[src/inc/agcd_defs.vh]
// Register map, field positions, reset values and decode tables for the config slice
`ifndef AGCD_DEFS_VH
`define AGCD_DEFS_VH

// Register indices as printed; byte address is four times the index
`define AGCD_IDX_GAIN        4'h4
`define AGCD_IDX_RSVD        4'h5
`define AGCD_IDX_CFG         4'h6
`define AGCD_IDX_THR_HIGH    4'h7
`define AGCD_IDX_IRQ_STATUS  4'h8
`define AGCD_IDX_IRQ_MASK    4'h9
`define AGCD_IDX_DETECT_STAT 4'hA

// Gain register fields
`define AGCD_GAIN_CH1_HI     6
`define AGCD_GAIN_CH1_LO     4
`define AGCD_GAIN_CH0_HI     2
`define AGCD_GAIN_CH0_LO     0
`define AGCD_GAIN_RESET      16'h0000
`define AGCD_GAIN_WMASK      16'h0077

// Reserved word
`define AGCD_RSVD_RESET      16'h0000

// Configuration register fields
`define AGCD_CFG_RESET       16'h0600
`define AGCD_CFG_WMASK       16'h1FFF
`define AGCD_CFG_DLY_HI      12
`define AGCD_CFG_DLY_LO      9
`define AGCD_CFG_CHOP_EN     8
`define AGCD_CFG_ALLCH       7
`define AGCD_CFG_NUM_HI      6
`define AGCD_CFG_NUM_LO      4
`define AGCD_CFG_LEN_HI      3
`define AGCD_CFG_LEN_LO      1
`define AGCD_CFG_DET_EN      0

// Threshold high word
`define AGCD_THR_RESET       16'h0000

// Interrupt status bits
`define AGCD_IRQ_SETTLED     0
`define AGCD_IRQ_DETECT      1
`define AGCD_IRQ_WINDOW      2
`define AGCD_IRQ_BITS        3

// Detection window lengths, in conversion periods
`define AGCD_LEN_0           12'd128
`define AGCD_LEN_1           12'd256
`define AGCD_LEN_2           12'd512
`define AGCD_LEN_3           12'd768
`define AGCD_LEN_4           12'd1280
`define AGCD_LEN_5           12'd1792
`define AGCD_LEN_6           12'd2560
`define AGCD_LEN_7           12'd3584

// AXI responses
`define AGCD_RESP_OKAY       2'b00
`define AGCD_RESP_SLVERR     2'b10

`endif

[src/rtl/agcd_detect.v]
// Current-detect counter: window length, exceedance count and channel qualification
`timescale 1ns/1ps
`include "agcd_defs.vh"

module agcd_detect #(
  parameter NUM_CH = 2
) (
  input  wire              core_clk_in,
  input  wire              reset_n_in,
  input  wire              enable_in,
  input  wire              all_channels_in,
  input  wire [2:0]        trigger_code_in,
  input  wire [2:0]        window_code_in,
  input  wire              conv_tick_in,
  input  wire [NUM_CH-1:0] over_in,
  output reg               detect_pulse_out,
  output reg               window_done_out,
  output reg  [7:0]        hit_count_out
);

  reg  [11:0] conv_cnt_reg;
  reg  [11:0] window_len;
  wire [8:0]  need_hits;
  wire        qualified;

  // Window length lookup, in conversion periods
  always @* begin
    case (window_code_in)
      3'd0:    window_len = `AGCD_LEN_0;
      3'd1:    window_len = `AGCD_LEN_1;
      3'd2:    window_len = `AGCD_LEN_2;
      3'd3:    window_len = `AGCD_LEN_3;
      3'd4:    window_len = `AGCD_LEN_4;
      3'd5:    window_len = `AGCD_LEN_5;
      3'd6:    window_len = `AGCD_LEN_6;
      default: window_len = `AGCD_LEN_7;
    endcase
  end

  // RL10 power-of-two count
  assign need_hits = 9'h001 << trigger_code_in;
  // RL9 any or all qualification
  assign qualified = all_channels_in ? (&over_in) : (|over_in);

  // One detection at most per window; count saturates once it fires
  always @(posedge core_clk_in or negedge reset_n_in) begin
    if (!reset_n_in) begin
      conv_cnt_reg     <= 12'h000;
      hit_count_out    <= 8'h00;
      detect_pulse_out <= 1'b0;
      window_done_out  <= 1'b0;
    end else begin
      detect_pulse_out <= 1'b0;
      window_done_out  <= 1'b0;
      if (!enable_in) begin
        conv_cnt_reg  <= 12'h000;
        hit_count_out <= 8'h00;
      end else if (conv_tick_in) begin
        // RL11 window end
        if (conv_cnt_reg == window_len - 12'd1) begin
          conv_cnt_reg    <= 12'h000;
          hit_count_out   <= 8'h00;
          window_done_out <= 1'b1;
        end else begin
          conv_cnt_reg <= conv_cnt_reg + 12'd1;
        end
        if (qualified && ({1'b0, hit_count_out} < need_hits)) begin
          if (conv_cnt_reg != window_len - 12'd1) begin
            hit_count_out <= hit_count_out + 8'd1;
          end
          // RL10 declare detection
          if ({1'b0, hit_count_out} + 9'd1 == need_hits) begin
            detect_pulse_out <= 1'b1;
          end
        end
      end
    end
  end

endmodule

[src/rtl/agcd_regs.v]
// Gain, reserved and chop/detect configuration registers behind an AXI4-Lite slave
//
// The AXI4-Lite interface to the registers was chosen for this implementation.
`timescale 1ns/1ps
`include "agcd_defs.vh"

//
// Overview of operation
// RL1: Channel-one gain code sits in bits 6:4 of the gain register, codes 0..7 give 1..128, reset 1.
// RL2: Channel-zero gain code sits in bits 2:0 of the gain register, same mapping, reset 1.
// RL3: The host writes zeros to bits 15:10 of the gain register.
// RL4: The host writes zeros to bits 7 and 3 of the gain register.
// RL5: The word at index 5 is all reserved, resets to zero and is only written with zeros.
// RL6: The configuration word at index 6 resets to 0600h with delay code 3 and all else zero.
// RL7: Bits 12:9 pick a chop settling delay of 2 to the power code+1 modulator periods.
// RL8: Bit 8 enables global chop and bit 0 enables current detect, both off after reset.
// RL9: Bit 7 clear means any channel over threshold qualifies, set means all channels must.
// RL10: Bits 6:4 pick 1..128 exceedances needed before a detection is declared.
// RL11: Bits 3:1 pick a detection window of 128..3584 conversion periods.
// RL12: The threshold high sixteen bits live in a separate register at index 7.
//
module agcd_regs #(
  parameter NUM_CH = 2
) (
  input  wire              core_clk_in,
  input  wire              reset_n_in,
  // AXI4-Lite slave
  input  wire [5:0]        s_axi_awaddr,
  input  wire              s_axi_awvalid,
  output wire              s_axi_awready,
  input  wire [31:0]       s_axi_wdata,
  input  wire [3:0]        s_axi_wstrb,
  input  wire              s_axi_wvalid,
  output wire              s_axi_wready,
  output reg  [1:0]        s_axi_bresp,
  output reg               s_axi_bvalid,
  input  wire              s_axi_bready,
  input  wire [5:0]        s_axi_araddr,
  input  wire              s_axi_arvalid,
  output wire              s_axi_arready,
  output reg  [31:0]       s_axi_rdata,
  output reg  [1:0]        s_axi_rresp,
  output reg               s_axi_rvalid,
  input  wire              s_axi_rready,
  // Converter side
  input  wire              mod_tick_in,
  input  wire              conv_tick_in,
  input  wire              chop_start_in,
  input  wire [NUM_CH-1:0] over_thresh_in,
  output reg  [2:0]        ch0_gain_code_out,
  output reg  [2:0]        ch1_gain_code_out,
  output reg               chop_enable_out,
  output reg               detect_mode_enable_out,
  output reg  [15:0]       detect_threshold_high_out,
  output reg               chop_settled_out,
  output wire              irq_out
);

  // ---------------------------------------------------------------------
  // Register storage
  // ---------------------------------------------------------------------
  reg  [15:0] cfg_reg;
  reg  [15:0] rsvd_reg;
  reg  [2:0]  irq_status_reg;
  reg  [2:0]  irq_mask_reg;
  reg  [16:0] chop_cnt_reg;
  reg         chop_busy_reg;
  reg  [5:0]  aw_addr_reg;
  reg         aw_full_reg;
  reg  [31:0] w_data_reg;
  reg  [3:0]  w_strb_reg;
  reg         w_full_reg;

  wire        detect_pulse;
  wire        window_done;
  wire [7:0]  hit_count;
  wire        wr_fire;
  wire [3:0]  wr_idx;
  wire        wr_ok;
  wire [15:0] wr_val;
  wire [3:0]  rd_idx;
  wire [16:0] chop_len;
  wire        chop_done;
  wire [2:0]  irq_events;

  // ---------------------------------------------------------------------
  // Write channel capture, address and data in either order
  // ---------------------------------------------------------------------
  assign s_axi_awready = !aw_full_reg && !s_axi_bvalid;
  assign s_axi_wready  = !w_full_reg && !s_axi_bvalid;
  assign wr_fire       = aw_full_reg && w_full_reg && !s_axi_bvalid;
  assign wr_idx        = aw_addr_reg[5:2];
  // Only the low two byte lanes hold register bits; each user gates on its own strobe
  assign wr_val        = w_data_reg[15:0];

  // Merge helper keeps unstrobed lanes at their old value
  function [15:0] lane_merge;
    input [15:0] old;
    input [15:0] nw;
    input [1:0]  strb;
    begin
      lane_merge = {strb[1] ? nw[15:8] : old[15:8], strb[0] ? nw[7:0] : old[7:0]};
    end
  endfunction

  assign wr_ok = (wr_idx == `AGCD_IDX_GAIN) || (wr_idx == `AGCD_IDX_RSVD) ||
                 (wr_idx == `AGCD_IDX_CFG) || (wr_idx == `AGCD_IDX_THR_HIGH) ||
                 (wr_idx == `AGCD_IDX_IRQ_STATUS) || (wr_idx == `AGCD_IDX_IRQ_MASK) ||
                 (wr_idx == `AGCD_IDX_DETECT_STAT);

  // Address and data latches, write response
  always @(posedge core_clk_in or negedge reset_n_in) begin
    if (!reset_n_in) begin
      aw_addr_reg  <= 6'h00;
      aw_full_reg  <= 1'b0;
      w_data_reg   <= 32'h0000_0000;
      w_strb_reg   <= 4'h0;
      w_full_reg   <= 1'b0;
      s_axi_bvalid <= 1'b0;
      s_axi_bresp  <= `AGCD_RESP_OKAY;
    end else begin
      if (s_axi_awvalid && s_axi_awready) begin
        aw_addr_reg <= s_axi_awaddr;
        aw_full_reg <= 1'b1;
      end
      if (s_axi_wvalid && s_axi_wready) begin
        w_data_reg <= s_axi_wdata;
        w_strb_reg <= s_axi_wstrb;
        w_full_reg <= 1'b1;
      end
      if (wr_fire) begin
        aw_full_reg  <= 1'b0;
        w_full_reg   <= 1'b0;
        s_axi_bvalid <= 1'b1;
        s_axi_bresp  <= wr_ok ? `AGCD_RESP_OKAY : `AGCD_RESP_SLVERR;
      end else if (s_axi_bvalid && s_axi_bready) begin
        s_axi_bvalid <= 1'b0;
      end
    end
  end

  // ---------------------------------------------------------------------
  // Configuration registers
  // ---------------------------------------------------------------------
  // Reserved bits are held at zero in storage so a careless write cannot leak
  // into the datapath; the host is still expected to write zeros there.
  always @(posedge core_clk_in or negedge reset_n_in) begin
    if (!reset_n_in) begin
      // RL1 RL2 gain reset
      ch0_gain_code_out         <= 3'b000;
      ch1_gain_code_out         <= 3'b000;
      // RL5 reserved reset
      rsvd_reg                  <= `AGCD_RSVD_RESET;
      // RL6 config reset
      cfg_reg                   <= `AGCD_CFG_RESET;
      detect_threshold_high_out <= `AGCD_THR_RESET;
      irq_mask_reg              <= 3'b000;
    end else if (wr_fire) begin
      case (wr_idx)
        `AGCD_IDX_GAIN: begin
          // RL1 channel one gain
          if (w_strb_reg[0]) ch1_gain_code_out <= wr_val[`AGCD_GAIN_CH1_HI:`AGCD_GAIN_CH1_LO];
          // RL2 channel zero gain
          if (w_strb_reg[0]) ch0_gain_code_out <= wr_val[`AGCD_GAIN_CH0_HI:`AGCD_GAIN_CH0_LO];
        end
        // RL5 reserved word stays zero
        `AGCD_IDX_RSVD: rsvd_reg <= `AGCD_RSVD_RESET;
        `AGCD_IDX_CFG: begin
          // RL7 RL8 RL9 RL10 RL11 config fields
          cfg_reg <= lane_merge(cfg_reg, wr_val, w_strb_reg[1:0]) & `AGCD_CFG_WMASK;
        end
        `AGCD_IDX_THR_HIGH: begin
          // RL12 threshold high word
          detect_threshold_high_out <= lane_merge(detect_threshold_high_out, wr_val,
                                                  w_strb_reg[1:0]);
        end
        `AGCD_IDX_IRQ_MASK: begin
          if (w_strb_reg[0]) irq_mask_reg <= wr_val[`AGCD_IRQ_BITS-1:0];
        end
        default: begin
          rsvd_reg <= rsvd_reg;
        end
      endcase
    end
  end

  // Field outputs registered from the configuration word
  always @(posedge core_clk_in or negedge reset_n_in) begin
    if (!reset_n_in) begin
      chop_enable_out        <= 1'b0;
      detect_mode_enable_out <= 1'b0;
    end else begin
      // RL8 enables
      chop_enable_out        <= cfg_reg[`AGCD_CFG_CHOP_EN];
      detect_mode_enable_out <= cfg_reg[`AGCD_CFG_DET_EN];
    end
  end

  // ---------------------------------------------------------------------
  // Global-chop settling delay
  // ---------------------------------------------------------------------
  // RL7 delay of 2^(code+1)
  assign chop_len  = 17'h0_0002 << cfg_reg[`AGCD_CFG_DLY_HI:`AGCD_CFG_DLY_LO];
  assign chop_done = chop_busy_reg && mod_tick_in && (chop_cnt_reg == chop_len - 17'd1);

  // Counts modulator ticks after each chop phase change; chop_settled_out held low meanwhile
  always @(posedge core_clk_in or negedge reset_n_in) begin
    if (!reset_n_in) begin
      chop_cnt_reg     <= 17'h0_0000;
      chop_busy_reg    <= 1'b0;
      chop_settled_out <= 1'b0;
    end else if (!chop_enable_out) begin
      chop_cnt_reg     <= 17'h0_0000;
      chop_busy_reg    <= 1'b0;
      chop_settled_out <= 1'b0;
    end else if (chop_start_in) begin
      chop_cnt_reg     <= 17'h0_0000;
      chop_busy_reg    <= 1'b1;
      chop_settled_out <= 1'b0;
    end else if (chop_done) begin
      chop_busy_reg    <= 1'b0;
      chop_settled_out <= 1'b1;
    end else if (chop_busy_reg && mod_tick_in) begin
      chop_cnt_reg <= chop_cnt_reg + 17'd1;
    end
  end

  // ---------------------------------------------------------------------
  // Current-detect engine
  // ---------------------------------------------------------------------
  agcd_detect #(
    .NUM_CH (NUM_CH)
  ) u_detect (
    .core_clk_in      (core_clk_in),
    .reset_n_in       (reset_n_in),
    .enable_in        (detect_mode_enable_out),
    .all_channels_in  (cfg_reg[`AGCD_CFG_ALLCH]),
    .trigger_code_in  (cfg_reg[`AGCD_CFG_NUM_HI:`AGCD_CFG_NUM_LO]),
    .window_code_in   (cfg_reg[`AGCD_CFG_LEN_HI:`AGCD_CFG_LEN_LO]),
    .conv_tick_in     (conv_tick_in),
    .over_in          (over_thresh_in),
    .detect_pulse_out (detect_pulse),
    .window_done_out  (window_done),
    .hit_count_out    (hit_count)
  );

  // ---------------------------------------------------------------------
  // Interrupts: sticky status, write one to clear, set wins
  // ---------------------------------------------------------------------
  assign irq_events = {window_done, detect_pulse, chop_done};

  always @(posedge core_clk_in or negedge reset_n_in) begin
    if (!reset_n_in) begin
      irq_status_reg <= 3'b000;
    end else begin
      irq_status_reg <= (irq_status_reg &
                         ~((wr_fire && wr_idx == `AGCD_IDX_IRQ_STATUS && w_strb_reg[0]) ?
                           wr_val[`AGCD_IRQ_BITS-1:0] : 3'b000)) | irq_events;
    end
  end

  assign irq_out = |(irq_status_reg & irq_mask_reg);

  // ---------------------------------------------------------------------
  // Read channel, one outstanding read
  // ---------------------------------------------------------------------
  assign s_axi_arready = !s_axi_rvalid;
  assign rd_idx        = s_axi_araddr[5:2];

  always @(posedge core_clk_in or negedge reset_n_in) begin
    if (!reset_n_in) begin
      s_axi_rvalid <= 1'b0;
      s_axi_rdata  <= 32'h0000_0000;
      s_axi_rresp  <= `AGCD_RESP_OKAY;
    end else if (s_axi_arvalid && s_axi_arready) begin
      s_axi_rvalid <= 1'b1;
      s_axi_rresp  <= `AGCD_RESP_OKAY;
      case (rd_idx)
        `AGCD_IDX_GAIN:        s_axi_rdata <= {25'h0, ch1_gain_code_out, 1'b0,
                                               ch0_gain_code_out};
        `AGCD_IDX_RSVD:        s_axi_rdata <= {16'h0000, rsvd_reg};
        `AGCD_IDX_CFG:         s_axi_rdata <= {16'h0000, cfg_reg};
        `AGCD_IDX_THR_HIGH:    s_axi_rdata <= {16'h0000, detect_threshold_high_out};
        `AGCD_IDX_IRQ_STATUS:  s_axi_rdata <= {29'h0, irq_status_reg};
        `AGCD_IDX_IRQ_MASK:    s_axi_rdata <= {29'h0, irq_mask_reg};
        `AGCD_IDX_DETECT_STAT: s_axi_rdata <= {22'h0, chop_busy_reg, chop_settled_out,
                                               hit_count};
        default: begin
          s_axi_rdata <= 32'h0000_0000;
          s_axi_rresp <= `AGCD_RESP_SLVERR;
        end
      endcase
    end else if (s_axi_rvalid && s_axi_rready) begin
      s_axi_rvalid <= 1'b0;
    end
  end

endmodule

[config.mk]
export PLATFORM = sky130hd
export DESIGN_NAME = agcd_regs
export DESIGN_NICKNAME = d
export VERILOG_FILES = /design/src/rtl/agcd_detect.v /design/src/rtl/agcd_regs.v
export VERILOG_INCLUDE_DIRS = /design/src /design/src/inc
export SDC_FILE = /design/constraint.sdc
export NUM_CORES = 1
export LEC_CHECK = 0
export BUFFER_PORTS_ARGS = -buffer_cell sky130_fd_sc_hd__buf_2
export CAP_MARGIN = 20
export CORE_AREA = 5 5 147 107
export CTS_CLUSTER_DIAMETER = 200
export CTS_CLUSTER_SIZE = 28
export DETAILED_ROUTE_END_ITERATION = 8
export DIE_AREA = 0 0 152 112
export PLACE_DENSITY_LB_ADDON = 0.3
export SETUP_SLACK_MARGIN = 0.2
export SYNTH_ARGS = -nofsm -noshare
export SYNTH_HDL_FRONTEND = slang
export SYNTH_SLANG_ARGS = --single-unit
[constraint.sdc]
create_clock -name core_clk_in -period 2.8 [get_ports core_clk_in]
set_input_delay 0.56 -clock core_clk_in [delete_from_list [all_inputs] [get_ports core_clk_in]]
set_output_delay 0.56 -clock core_clk_in [all_outputs]
set_load 0.05 [all_outputs]
==> results of run 1 <==
final cells by class:
class                   instances  area (sq um)  share of cell area
multi-input cells             517          3760               0.437
well taps                     195           244              0.0284
clock inverters                 6          60.1             0.00698
clock buffers                  23           478              0.0556
inverters                      12          45.0             0.00524
diodes                          1          2.50            0.000291
repair buffers                128           802              0.0933
flip-flops and latches        128          3210               0.373
per-stage QoR:
stage | instance area (sq um) | power (mW) | util | TNS (ns)
after global placement | 7740 | 5.28 | 0.543 | -0.541
after floorplan | 7150 | 4.65 | - | -0.142
after global routing | 8600 | 8.03 | 0.603 | -3.46
final | 8600 | 7.63 | 0.603 | -0.884
after detailed placement | 7740 | 5.40 | 0.543 | -1.41
after CTS | 8400 | 7.52 | 0.589 | -1.70
cells by family after synthesis:
family                     count (synthesis)  synth area share
muxes                                     65             0.103
buffers and inverters                     66            0.0520
other                                      1          0.000532
AOI/OAI and AO/OA                        171             0.168
adders and majority gates                 13            0.0231
and+or+nand+nor                          228             0.171
xor gates and xnor gates                  22            0.0273
DFF                                      128             0.455
worst register-to-register path, stage by stage, from the launching register on:
cell      delay [ns]
dfrtp_1         0.41
nor3_4          0.24
nand2b_1        0.12
ha_4            0.19
or4b_4          0.49
a21oi_4         0.15
nor3_2          0.06
o221ai_2        0.23
nor4_4          0.09
buf_12          0.15
or4_4           0.52
a21oi_2         0.14
power breakdown:
part | switching (mW) | total, mW | internal (mW)
clock | 0.768 | 2.04 | 1.27
sequential | 0.429 | 2.71 | 2.28
combinational | 1.80 | 2.88 | 1.08
cells in the mapped netlist, types with 7 or more instances:
library cell    n
nor2b_1        14
or4_1          10
o21a_1          7
ha_1           13
buf_2           8
mux2_2         62
nor2_1         35
nor3_1         12
clkbuf_1       19
a22o_1         15
nand2b_1       12
nand4_1        10
a22oi_1        13
or3_1           8
inv_1          11
o31ai_1        18
buf_4          19
and3_1         17
dfrtp_1       126
o21ai_0        29
xor2_1          9
nand3_1        17
nand2_1        66
a21oi_1        35
xnor2_1        13
layer usage:
layer / track usage / vias to the layer above
met1: 0.329 / 2956
met4: 0.0593 / 0
li1: - / 2738
met3: 0.0579 / 28
met5: 0 / -
met2: 0.342 / 260
how the worst max path moves through the flow:
stage,startpoint,endpoint
4_1_cts,cfg_reg[12],chop_cnt_reg[13]
2_1_floorplan,cfg_reg[11],chop_cnt_reg[13]
5_1_grt,cfg_reg[12],chop_cnt_reg[11]
3_3_place_gp,cfg_reg[12],chop_busy_reg
6_report,cfg_reg[12],chop_cnt_reg[13]
3_5_place_dp,cfg_reg[12],chop_cnt_reg[13]
repair_timing:
action,in CTS,in global routing
setup buffers,6,7
gates resized for setup,12,32
setup endpoints to repair,27,29
pin swaps,19,14
gates cloned,1,1
==> flow_summary_export.csv, run 1 <==
group,metric,value,unit
sta,hold_viol,0,
sta,worst_slack,-0.0714,ns
finish,nets,877,
grt,grt.total_usage,0.227,
worst_setup_path,cp-start-kind,"register",
finish,drive_gt1_frac,0.328,
placement,place_inst,965,
placement,place_congestion,0.908,
die,rows,37,
worst_setup_path,cp_max_fo,13,
clocking,htreeDepth,4,
placement,dp_hpwl,13.7,mm
clocking,clock_latency,0.42,ns
finish,area_growth_syn_to_layout,22.0,%
clocking,cts_made_buffers,17,
synthesis,ys_top_cells_by_area,"dfrtp_1 (45%), mux2_2 (9.9%), nand2_1 (3.5%), a21oi_1 (2.5%), ha_1 (2.3%)",
drt,drtIter0Drc,490,
drt,wl_met3,1.54,mm
synthesis,yosysSeqAreaShare,0.455,
pwr,ir_worst_vdd,0.712,mV
worst_setup_path,path_depth,11,
clocking,root_buffer,"clkbuf_16",
worst_setup_path,cp.arrival,3.20,ns
worst_setup_path,critical-path-max-stage-delay,0.52,ns
worst_setup_path,crit_path_cell_trace,"nor3_4 -> nand2b_1 -> ha_4 -> or4b_4 -> a21oi_4 -> nor3_2 -> o221ai_2 -> nor4_4 -> buf_12 -> or4_4 -> a21oi_2",
grt,grt_overflow,0,
grt,grt_pass1_wl,31.2,mm
die,die-area,0.0170,sq mm
drt,avgRoutedWirePerCell,19.1,um
worst_setup_path,cp_slowest_cell,"or4_4",
worst_setup_path,critPathRequiredTime,3.13,ns
synthesis,synth.top_cell.area_share,0.447,
synthesis,syn_avg_cell_area,10.2,sq um
worst_setup_path,rr_worst_depth,11,
clocking,clock-sinks,128,
synthesis,ys_warn_count,0,
status,violations,"negative setup slack",
drt,drc,0,
clocking,hold_buffers,0,
finish,final_cell_mix,"dfrtp_1 (125), buf_2 (85), nand2_1 (64), mux2_2 (62), buf_4 (37)",
pwr,powerDensity,888,mW/mm^2
sta,worstMarginPinSlew,0.744,ns
synthesis,synth_cells,694,
die,core,0.0143,sq mm
clocking,path_clk_slew,0.06,ns
sta,fmax,0.348,GHz
worst_setup_path,r2r-end,"chop_cnt_reg[13]",
drt,met2_length,8.57,mm
drt,vias_per_cell,5.92,
pwr,p_leak,3.91,nW
clocking,clk_path_buf_depth,2,
worst_setup_path,cp_top_family,"simple AND/OR/NAND/NOR gates",
synthesis,yosys_most_used_dff,"dfrtp_1",
status,status,"complete, but fails checks",
finish,largest_reg_flops,17,
grt,grt_max_degree,43,
sta,skew,0.0103,ns
worst_setup_path,worstSetupPathType,"reg -> reg",
sta,drv_slew,0,
finish,final_common_cell,"dfrtp_1",
drt,dr.pass1.iters,5,
finish,final_cells,1010,
worst_setup_path,crit_buf_inv,1,
worst_setup_path,r2r_slack,-0.07,ns
finish,n_fill_cell,1170,
sta,holdWs,0.0750,ns
die,die_w,152,um
sta,finalSetupViolCount,17,
grt,grt_pass1_vias,5834,
worst_setup_path,crit_path_end_kind,"register",
drt,topRoutingLayerUsed,"met4",
job,maxCapViolations,0,
synthesis,ys_ff_latch,128,
drt,drt-met1-wl,8.92,mm
placement,place_ws,-0.121,ns
sta,slew_headroom,0.502,
sta,finalWorstPathRequiredPeriod,2.87,ns
drt,drtAntennaViolNets,0,
drt,wl,19.3,mm
synthesis,synth_largest_area_cell,"dfrtp_1",
grt,antenna_found_initial,1,
synthesis,netlist_area,0.00705,sq mm
die,ios,127,
placement,io_buffers,86,
drt,via_count,5982,
synthesis,async_reset_ff_frac,1.00,
sta,period_share,1.03,
synthesis,ys_types,72,
clocking,cts_tree,"built",
hold_path,min_path_type,"in -> async",
worst_setup_path,r2r-start,"cfg_reg[12]",
sta,rsz0062_at_grt,"true",
die,start_util,0.494,
synthesis,synth-edff-count,0,
die,die_h,112,um
(Power assumes the default switching activity.)
==> run 2: changes to the inputs <==
--- a/config.mk
+++ b/config.mk
@@ -13,7 +13,7 @@
 export CTS_CLUSTER_SIZE = 28
 export DETAILED_ROUTE_END_ITERATION = 8
 export DIE_AREA = 0 0 152 112
-export PLACE_DENSITY_LB_ADDON = 0.3
+export PLACE_DENSITY = 0.79
 export SETUP_SLACK_MARGIN = 0.2
 export SYNTH_ARGS = -nofsm -noshare
 export SYNTH_HDL_FRONTEND = slang
==> run 2 against run 1 <==
Effect of this change:
- the run still ends with negative setup slack left
- first-iteration DRC count up 9.8%
- die area unchanged
- non-clock buffer count down 4
- power down 0.11%
- routed wire length down 5.9%
- register-to-register slack worse by 0.02 ns
- largest cell class unchanged
==> flow_summary_export.csv, run 2 (same netlist as run 1, synthesis figures left out) <==
group,metric,value,unit
status,status,"complete, but fails checks",
status,violations,"negative setup slack",
die,die_h,112,um
die,die_w,152,um
grt,antenna_found_initial,0,
finish,largest_reg_flops,17,
drt,via_count,5878,
sta,rsz0062_at_grt,"true",
drt,drc,0,
grt,grt_pass1_vias,5435,
clocking,hold_buffers,0,
worst_setup_path,worstSetupPathType,"reg -> reg",
finish,final_cell_mix,"dfrtp_1 (125), buf_2 (85), nand2_1 (65), mux2_2 (62), buf_4 (37)",
grt,grt_overflow,0,
finish,area_growth_syn_to_layout,20.4,%
worst_setup_path,cp_slowest_cell,"or4_1",
die,die-area,0.0170,sq mm
drt,wl,18.2,mm
grt,grt_max_degree,49,
worst_setup_path,cp.arrival,3.22,ns
finish,n_fill_cell,1227,
job,maxCapViolations,0,
worst_setup_path,cp_top_family,"simple AND/OR/NAND/NOR gates",
grt,grt_pass1_wl,29.0,mm
finish,final_common_cell,"dfrtp_1",
grt,grt.total_usage,0.210,
die,rows,37,
sta,period_share,1.03,
worst_setup_path,cp_max_fo,24,
placement,io_buffers,86,
worst_setup_path,crit_path_cell_trace,"nor3_4 -> nand2b_1 -> ha_4 -> or4b_4 -> a21oi_4 -> nor3_1 -> o221ai_2 -> nor4_4 -> buf_12 -> or4_1 -> a21oi_1",
pwr,ir_worst_vdd,0.700,mV
clocking,path_clk_slew,0.06,ns
sta,finalSetupViolCount,15,
worst_setup_path,critical-path-max-stage-delay,0.51,ns
sta,finalWorstPathRequiredPeriod,2.89,ns
placement,dp_hpwl,13.0,mm
sta,fmax,0.346,GHz
drt,drtIter0Drc,538,
die,core,0.0143,sq mm
clocking,htreeDepth,4,
die,ios,127,
die,start_util,0.494,
pwr,p_leak,3.90,nW
sta,holdWs,0.162,ns
finish,final_cells,1006,
pwr,powerDensity,899,mW/mm^2
clocking,clk_path_buf_depth,2,
sta,skew,0.00708,ns
clocking,clock-sinks,128,
finish,drive_gt1_frac,0.311,
sta,setup_tns,-1.03,ns
worst_setup_path,r2r_slack,-0.09,ns
pwr,power.total,7.63,mW
drt,vias_per_cell,5.84,
worst_setup_path,r2r-start,"cfg_reg[12]",
placement,place_inst,971,
sta,worst_slack,-0.0922,ns
clocking,clock_latency,0.41,ns
worst_setup_path,cp-start-kind,"register",
worst_setup_path,r2r-end,"chop_cnt_reg[8]",
clocking,cts_tree,"built",
sta,drv_slew,0,
clocking,cts_made_buffers,17,
worst_setup_path,rr_worst_depth,11,
sta,slew_headroom,0.476,
drt,drtAntennaViolNets,0,
hold_path,min_path_type,"in -> async",
worst_setup_path,crit_path_end_kind,"register",
sta,hold_viol,0,
drt,dr.pass1.iters,5,
placement,place_ws,-0.177,ns
clocking,root_buffer,"clkbuf_16",
worst_setup_path,critPathRequiredTime,3.13,ns
finish,diodes,0,
drt,avgRoutedWirePerCell,18.1,um
sta,worstMarginPinSlew,0.785,ns
worst_setup_path,crit_buf_inv,1,
finish,nets,873,
placement,place_congestion,0.928,
==> run 2: timing repair <==
item / in CTS / in global routing
buffers inserted: 2 / 3
setup endpoints to repair: 25 / 36
resized for setup: 6 / 21
pin swaps: 8 / 11
gates cloned: 0 / 0
==> run 2: through the flow <==
stage / cell area, sq um / utilization
6_report: 8480 / 0.595
3_5_place_dp: 7780 / 0.546
2_1_floorplan: 7150 / -
3_3_place_gp: 7780 / 0.546
4_1_cts: 8380 / 0.588
5_1_grt: 8480 / 0.595
==> run 2: layout make-up <==
cell class                      instances  area [sq um]  area share
Sequential cell                       128          3210       0.378
Multi-Input combinational cell        517          3680       0.434
Tap cell                              195           244      0.0288
Inverter                               12          45.0     0.00531
Clock buffer                           23           478      0.0563
Timing Repair Buffer                  124           743      0.0876
Clock inverter                          7          85.1      0.0100
==> run 2: how the worst max path moves through the flow <==
stage / from / endpoint / slack (ns) / cells after the start
after global routing: cfg_reg[12] / chop_cnt_reg[16] / -0.23 / 12
after detailed placement: cfg_reg[12] / chop_cnt_reg[7] / -0.18 / 11
after global placement: cfg_reg[12] / chop_cnt_reg[13] / -0.05 / 11
after floorplan: cfg_reg[11] / chop_cnt_reg[13] / -0.02 / 13
final: cfg_reg[12] / chop_cnt_reg[8] / -0.09 / 11
after CTS: cfg_reg[12] / chop_cnt_reg[13] / -0.14 / 11
==> run 2: power by group <==
group	leakage, nW	internal (mW)	total [mW]	switching, mW
logic	1.91	1.04	2.79	1.75
clock network	0.282	1.36	2.13	0.769
registers	1.70	2.28	2.70	0.416
total	3.90	4.69	7.63	2.94
==> run 2: routing by layer <==
layer,routed length [um],vias up,GRT usage
li1,-,2740,-
met1,8530,2871,0.312
met2,8060,246,0.306
met3,1360,21,0.0552
met4,238,0,0.0509
met5,0,-,0
==> run 3: changes to the inputs <==
--- a/config.mk
+++ b/config.mk
@@ -8,11 +8,12 @@
 export LEC_CHECK = 0
 export BUFFER_PORTS_ARGS = -buffer_cell sky130_fd_sc_hd__buf_2
 export CAP_MARGIN = 20
-export CORE_AREA = 5 5 147 107
+export CORE_AREA = 2 2 144 104
 export CTS_CLUSTER_DIAMETER = 200
 export CTS_CLUSTER_SIZE = 28
 export DETAILED_ROUTE_END_ITERATION = 8
-export DIE_AREA = 0 0 152 112
+export DIE_AREA = 0 0 146 106
+export HOLD_SLACK_MARGIN = 0.02
 export PLACE_DENSITY = 0.79
 export SETUP_SLACK_MARGIN = 0.2
 export SYNTH_ARGS = -nofsm -noshare
==> run 3 against run 2 <==
Effect of this change:
- the flow still finishes with violations (negative setup slack)
- sequential power is essentially flat
- worst setup slack lost 0.019 ns
- clock skew shrank 0.0012 ns
- cell count grew 0.89%
- routed wire length grew 3.5%
- flip-flop and latch count is the same
- register-to-register slack lost 0.02 ns
- die area shrank 9.1%
- fmax shrank 0.66%
- via count grew 1.6%
- combinational power grew 1%
- highest routed layer unchanged
==> flow_summary_export.csv, run 3 (same netlist as run 1, synthesis figures left out) <==
group,metric,value,unit
status,status,"complete, but fails checks",
status,violations,"negative setup slack",
sta,worst_slack,-0.111,ns
worst_setup_path,worstSetupPathType,"reg -> reg",
die,die-area,0.0155,sq mm
clocking,clk_path_buf_depth,2,
finish,final_cells,1015,
sta,worstMarginPinSlew,0.745,ns
clocking,path_clk_slew,0.06,ns
die,ios,127,
sta,fmax,0.343,GHz
clocking,root_buffer,"clkbuf_16",
grt,grt_pass1_wl,29.1,mm
finish,final_cell_mix,"dfrtp_1 (123), buf_2 (86), nand2_1 (65), mux2_2 (62), buf_4 (36)",
drt,avgRoutedWirePerCell,18.5,um
clocking,htreeDepth,4,
finish,n_fill_cell,1170,
die,die_h,106,um
worst_setup_path,rr_worst_depth,11,
drt,vias_per_cell,5.88,
worst_setup_path,cp_max_fo,13,
clocking,cts_tree,"built",
placement,dp_hpwl,12.3,mm
sta,skew,0.00589,ns
finish,final_common_cell,"dfrtp_1",
grt,grt_overflow,0,
drt,via_count,5972,
finish,fin_util,0.611,
drt,dr.pass1.iters,5,
sta,setup_tns,-1.29,ns
die,rows,37,
sta,finalSetupViolCount,18,
die,core,0.0143,sq mm
drt,drc,0,
worst_setup_path,crit_path_end_kind,"register",
drt,drtIter0Drc,519,
drt,drtAntennaViolNets,0,
pwr,ir_worst_vdd,0.645,mV
pwr,powerDensity,905,mW/mm^2
placement,place_inst,970,
clocking,cts_made_buffers,17,
pwr,p_leak,3.97,nW
sta,rsz0062_at_grt,"true",
clocking,clock-sinks,128,
drt,wl,18.8,mm
grt,grt_pass1_vias,5365,
placement,place_congestion,0.906,
worst_setup_path,critPathRequiredTime,3.13,ns
die,start_util,0.494,
sta,hold_viol,0,
sta,slew_headroom,0.499,
finish,nets,880,
grt,grt.total_usage,0.240,
grt,antenna_found_initial,0,
worst_setup_path,cp-start-kind,"register",
finish,drive_gt1_frac,0.334,
placement,place_ws,-0.109,ns
sta,drv_slew,0,
job,maxCapViolations,0,
die,die_w,146,um
sta,finalWorstPathRequiredPeriod,2.91,ns
placement,io_buffers,86,
finish,diodes,0,
finish,area_growth_syn_to_layout,23.6,%
hold_path,min_path_type,"in -> async",
sta,holdWs,0.116,ns
worst_setup_path,cp.arrival,3.24,ns
finish,largest_reg_flops,17,
grt,grt_max_degree,40,
clocking,hold_buffers,0,
sta,period_share,1.04,
clocking,clock_latency,0.42,ns
## run 3: changes by cell type in the layout (fill, tap and decap cells not counted), moves of 3 or more
| cell | change |
|---|---|
| buf_6 | +5 |
| clkinv_2 | -3 |
| clkinv_4 | +4 |
| clkinvlp_4 | +3 |
| o31ai_1 | -4 |
| o31ai_2 | +4 |
## run 3: final cells by class
class	count	area, sq um	area share
clock buffer	19	443	0.0508
clock inverter	13	188	0.0215
tap	195	244	0.0280
inverter	12	45.0	0.00517
timing repair buffer	131	827	0.0949
multi-input combinational	517	3750	0.431
sequential	128	3210	0.368
## run 3: metrics by stage
| step | area, sq um | power, mW |
|---|---|---|
| 3_5_place_dp | 7770 | 5.37 |
| 5_1_grt | 8710 | 8.23 |
| 4_1_cts | 8520 | 7.77 |
| 6_report | 8710 | 7.89 |
| 3_3_place_gp | 7770 | 5.29 |
| 2_1_floorplan | 7150 | 4.65 |
## run 3: critical path, stage by stage (launching register included)
cell and delay, ns:
dfrtp_1 0.40, nor3_4 0.24, nand2b_1 0.12, ha_4 0.20
or4b_4 0.50, a21oi_4 0.17, nor3_1 0.07, o221ai_2 0.22
nor4_4 0.07, buf_12 0.16, or4_1 0.53, a21oi_2 0.13
## run 3: worst paths after layout
path / startpoint / to / slack, ns
setup reg to reg: cfg_reg[12] / chop_cnt_reg[16] / -0.11
setup / recovery: cfg_reg[12] / chop_cnt_reg[16] / -0.11
hold reg to reg: cfg_reg[0] / detect_mode_enable_out / 0.41
hold / removal: reset_n_in / w_data_reg[3] / 0.12
min in group core_clk_in: s_axi_bready / s_axi_bvalid / 0.31
max in group asynchronous: reset_n_in / cfg_reg[4] / 1.90
## run 3: timing repair
action | CTS | global route
endpoints found under the setup margin | 26 | 35
endpoints found under the hold margin | 0 | 0
cloned | 1 | 2
pin swaps | 11 | 13
gates resized for setup | 15 | 30
setup buffers | 1 | 9
## run 3: power by group
| part | internal [mW] | switching [mW] | leakage, nW |
|---|---|---|---|
| combinational | 1.05 | 1.77 | 1.98 |
| sequential | 2.28 | 0.419 | 1.70 |
| clock | 1.51 | 0.843 | 0.299 |
| total | 4.85 | 3.04 | 3.97 |
## run 3: routing by layer
layer / vias up / GRT usage / part of all wire
met5: - / 0 / 0
met4: 0 / 0.0666 / 0.015
met3: 30 / 0.0481 / 0.079
met2: 271 / 0.346 / 0.44
met1: 2909 / 0.369 / 0.47
li1: 2762 / - / -
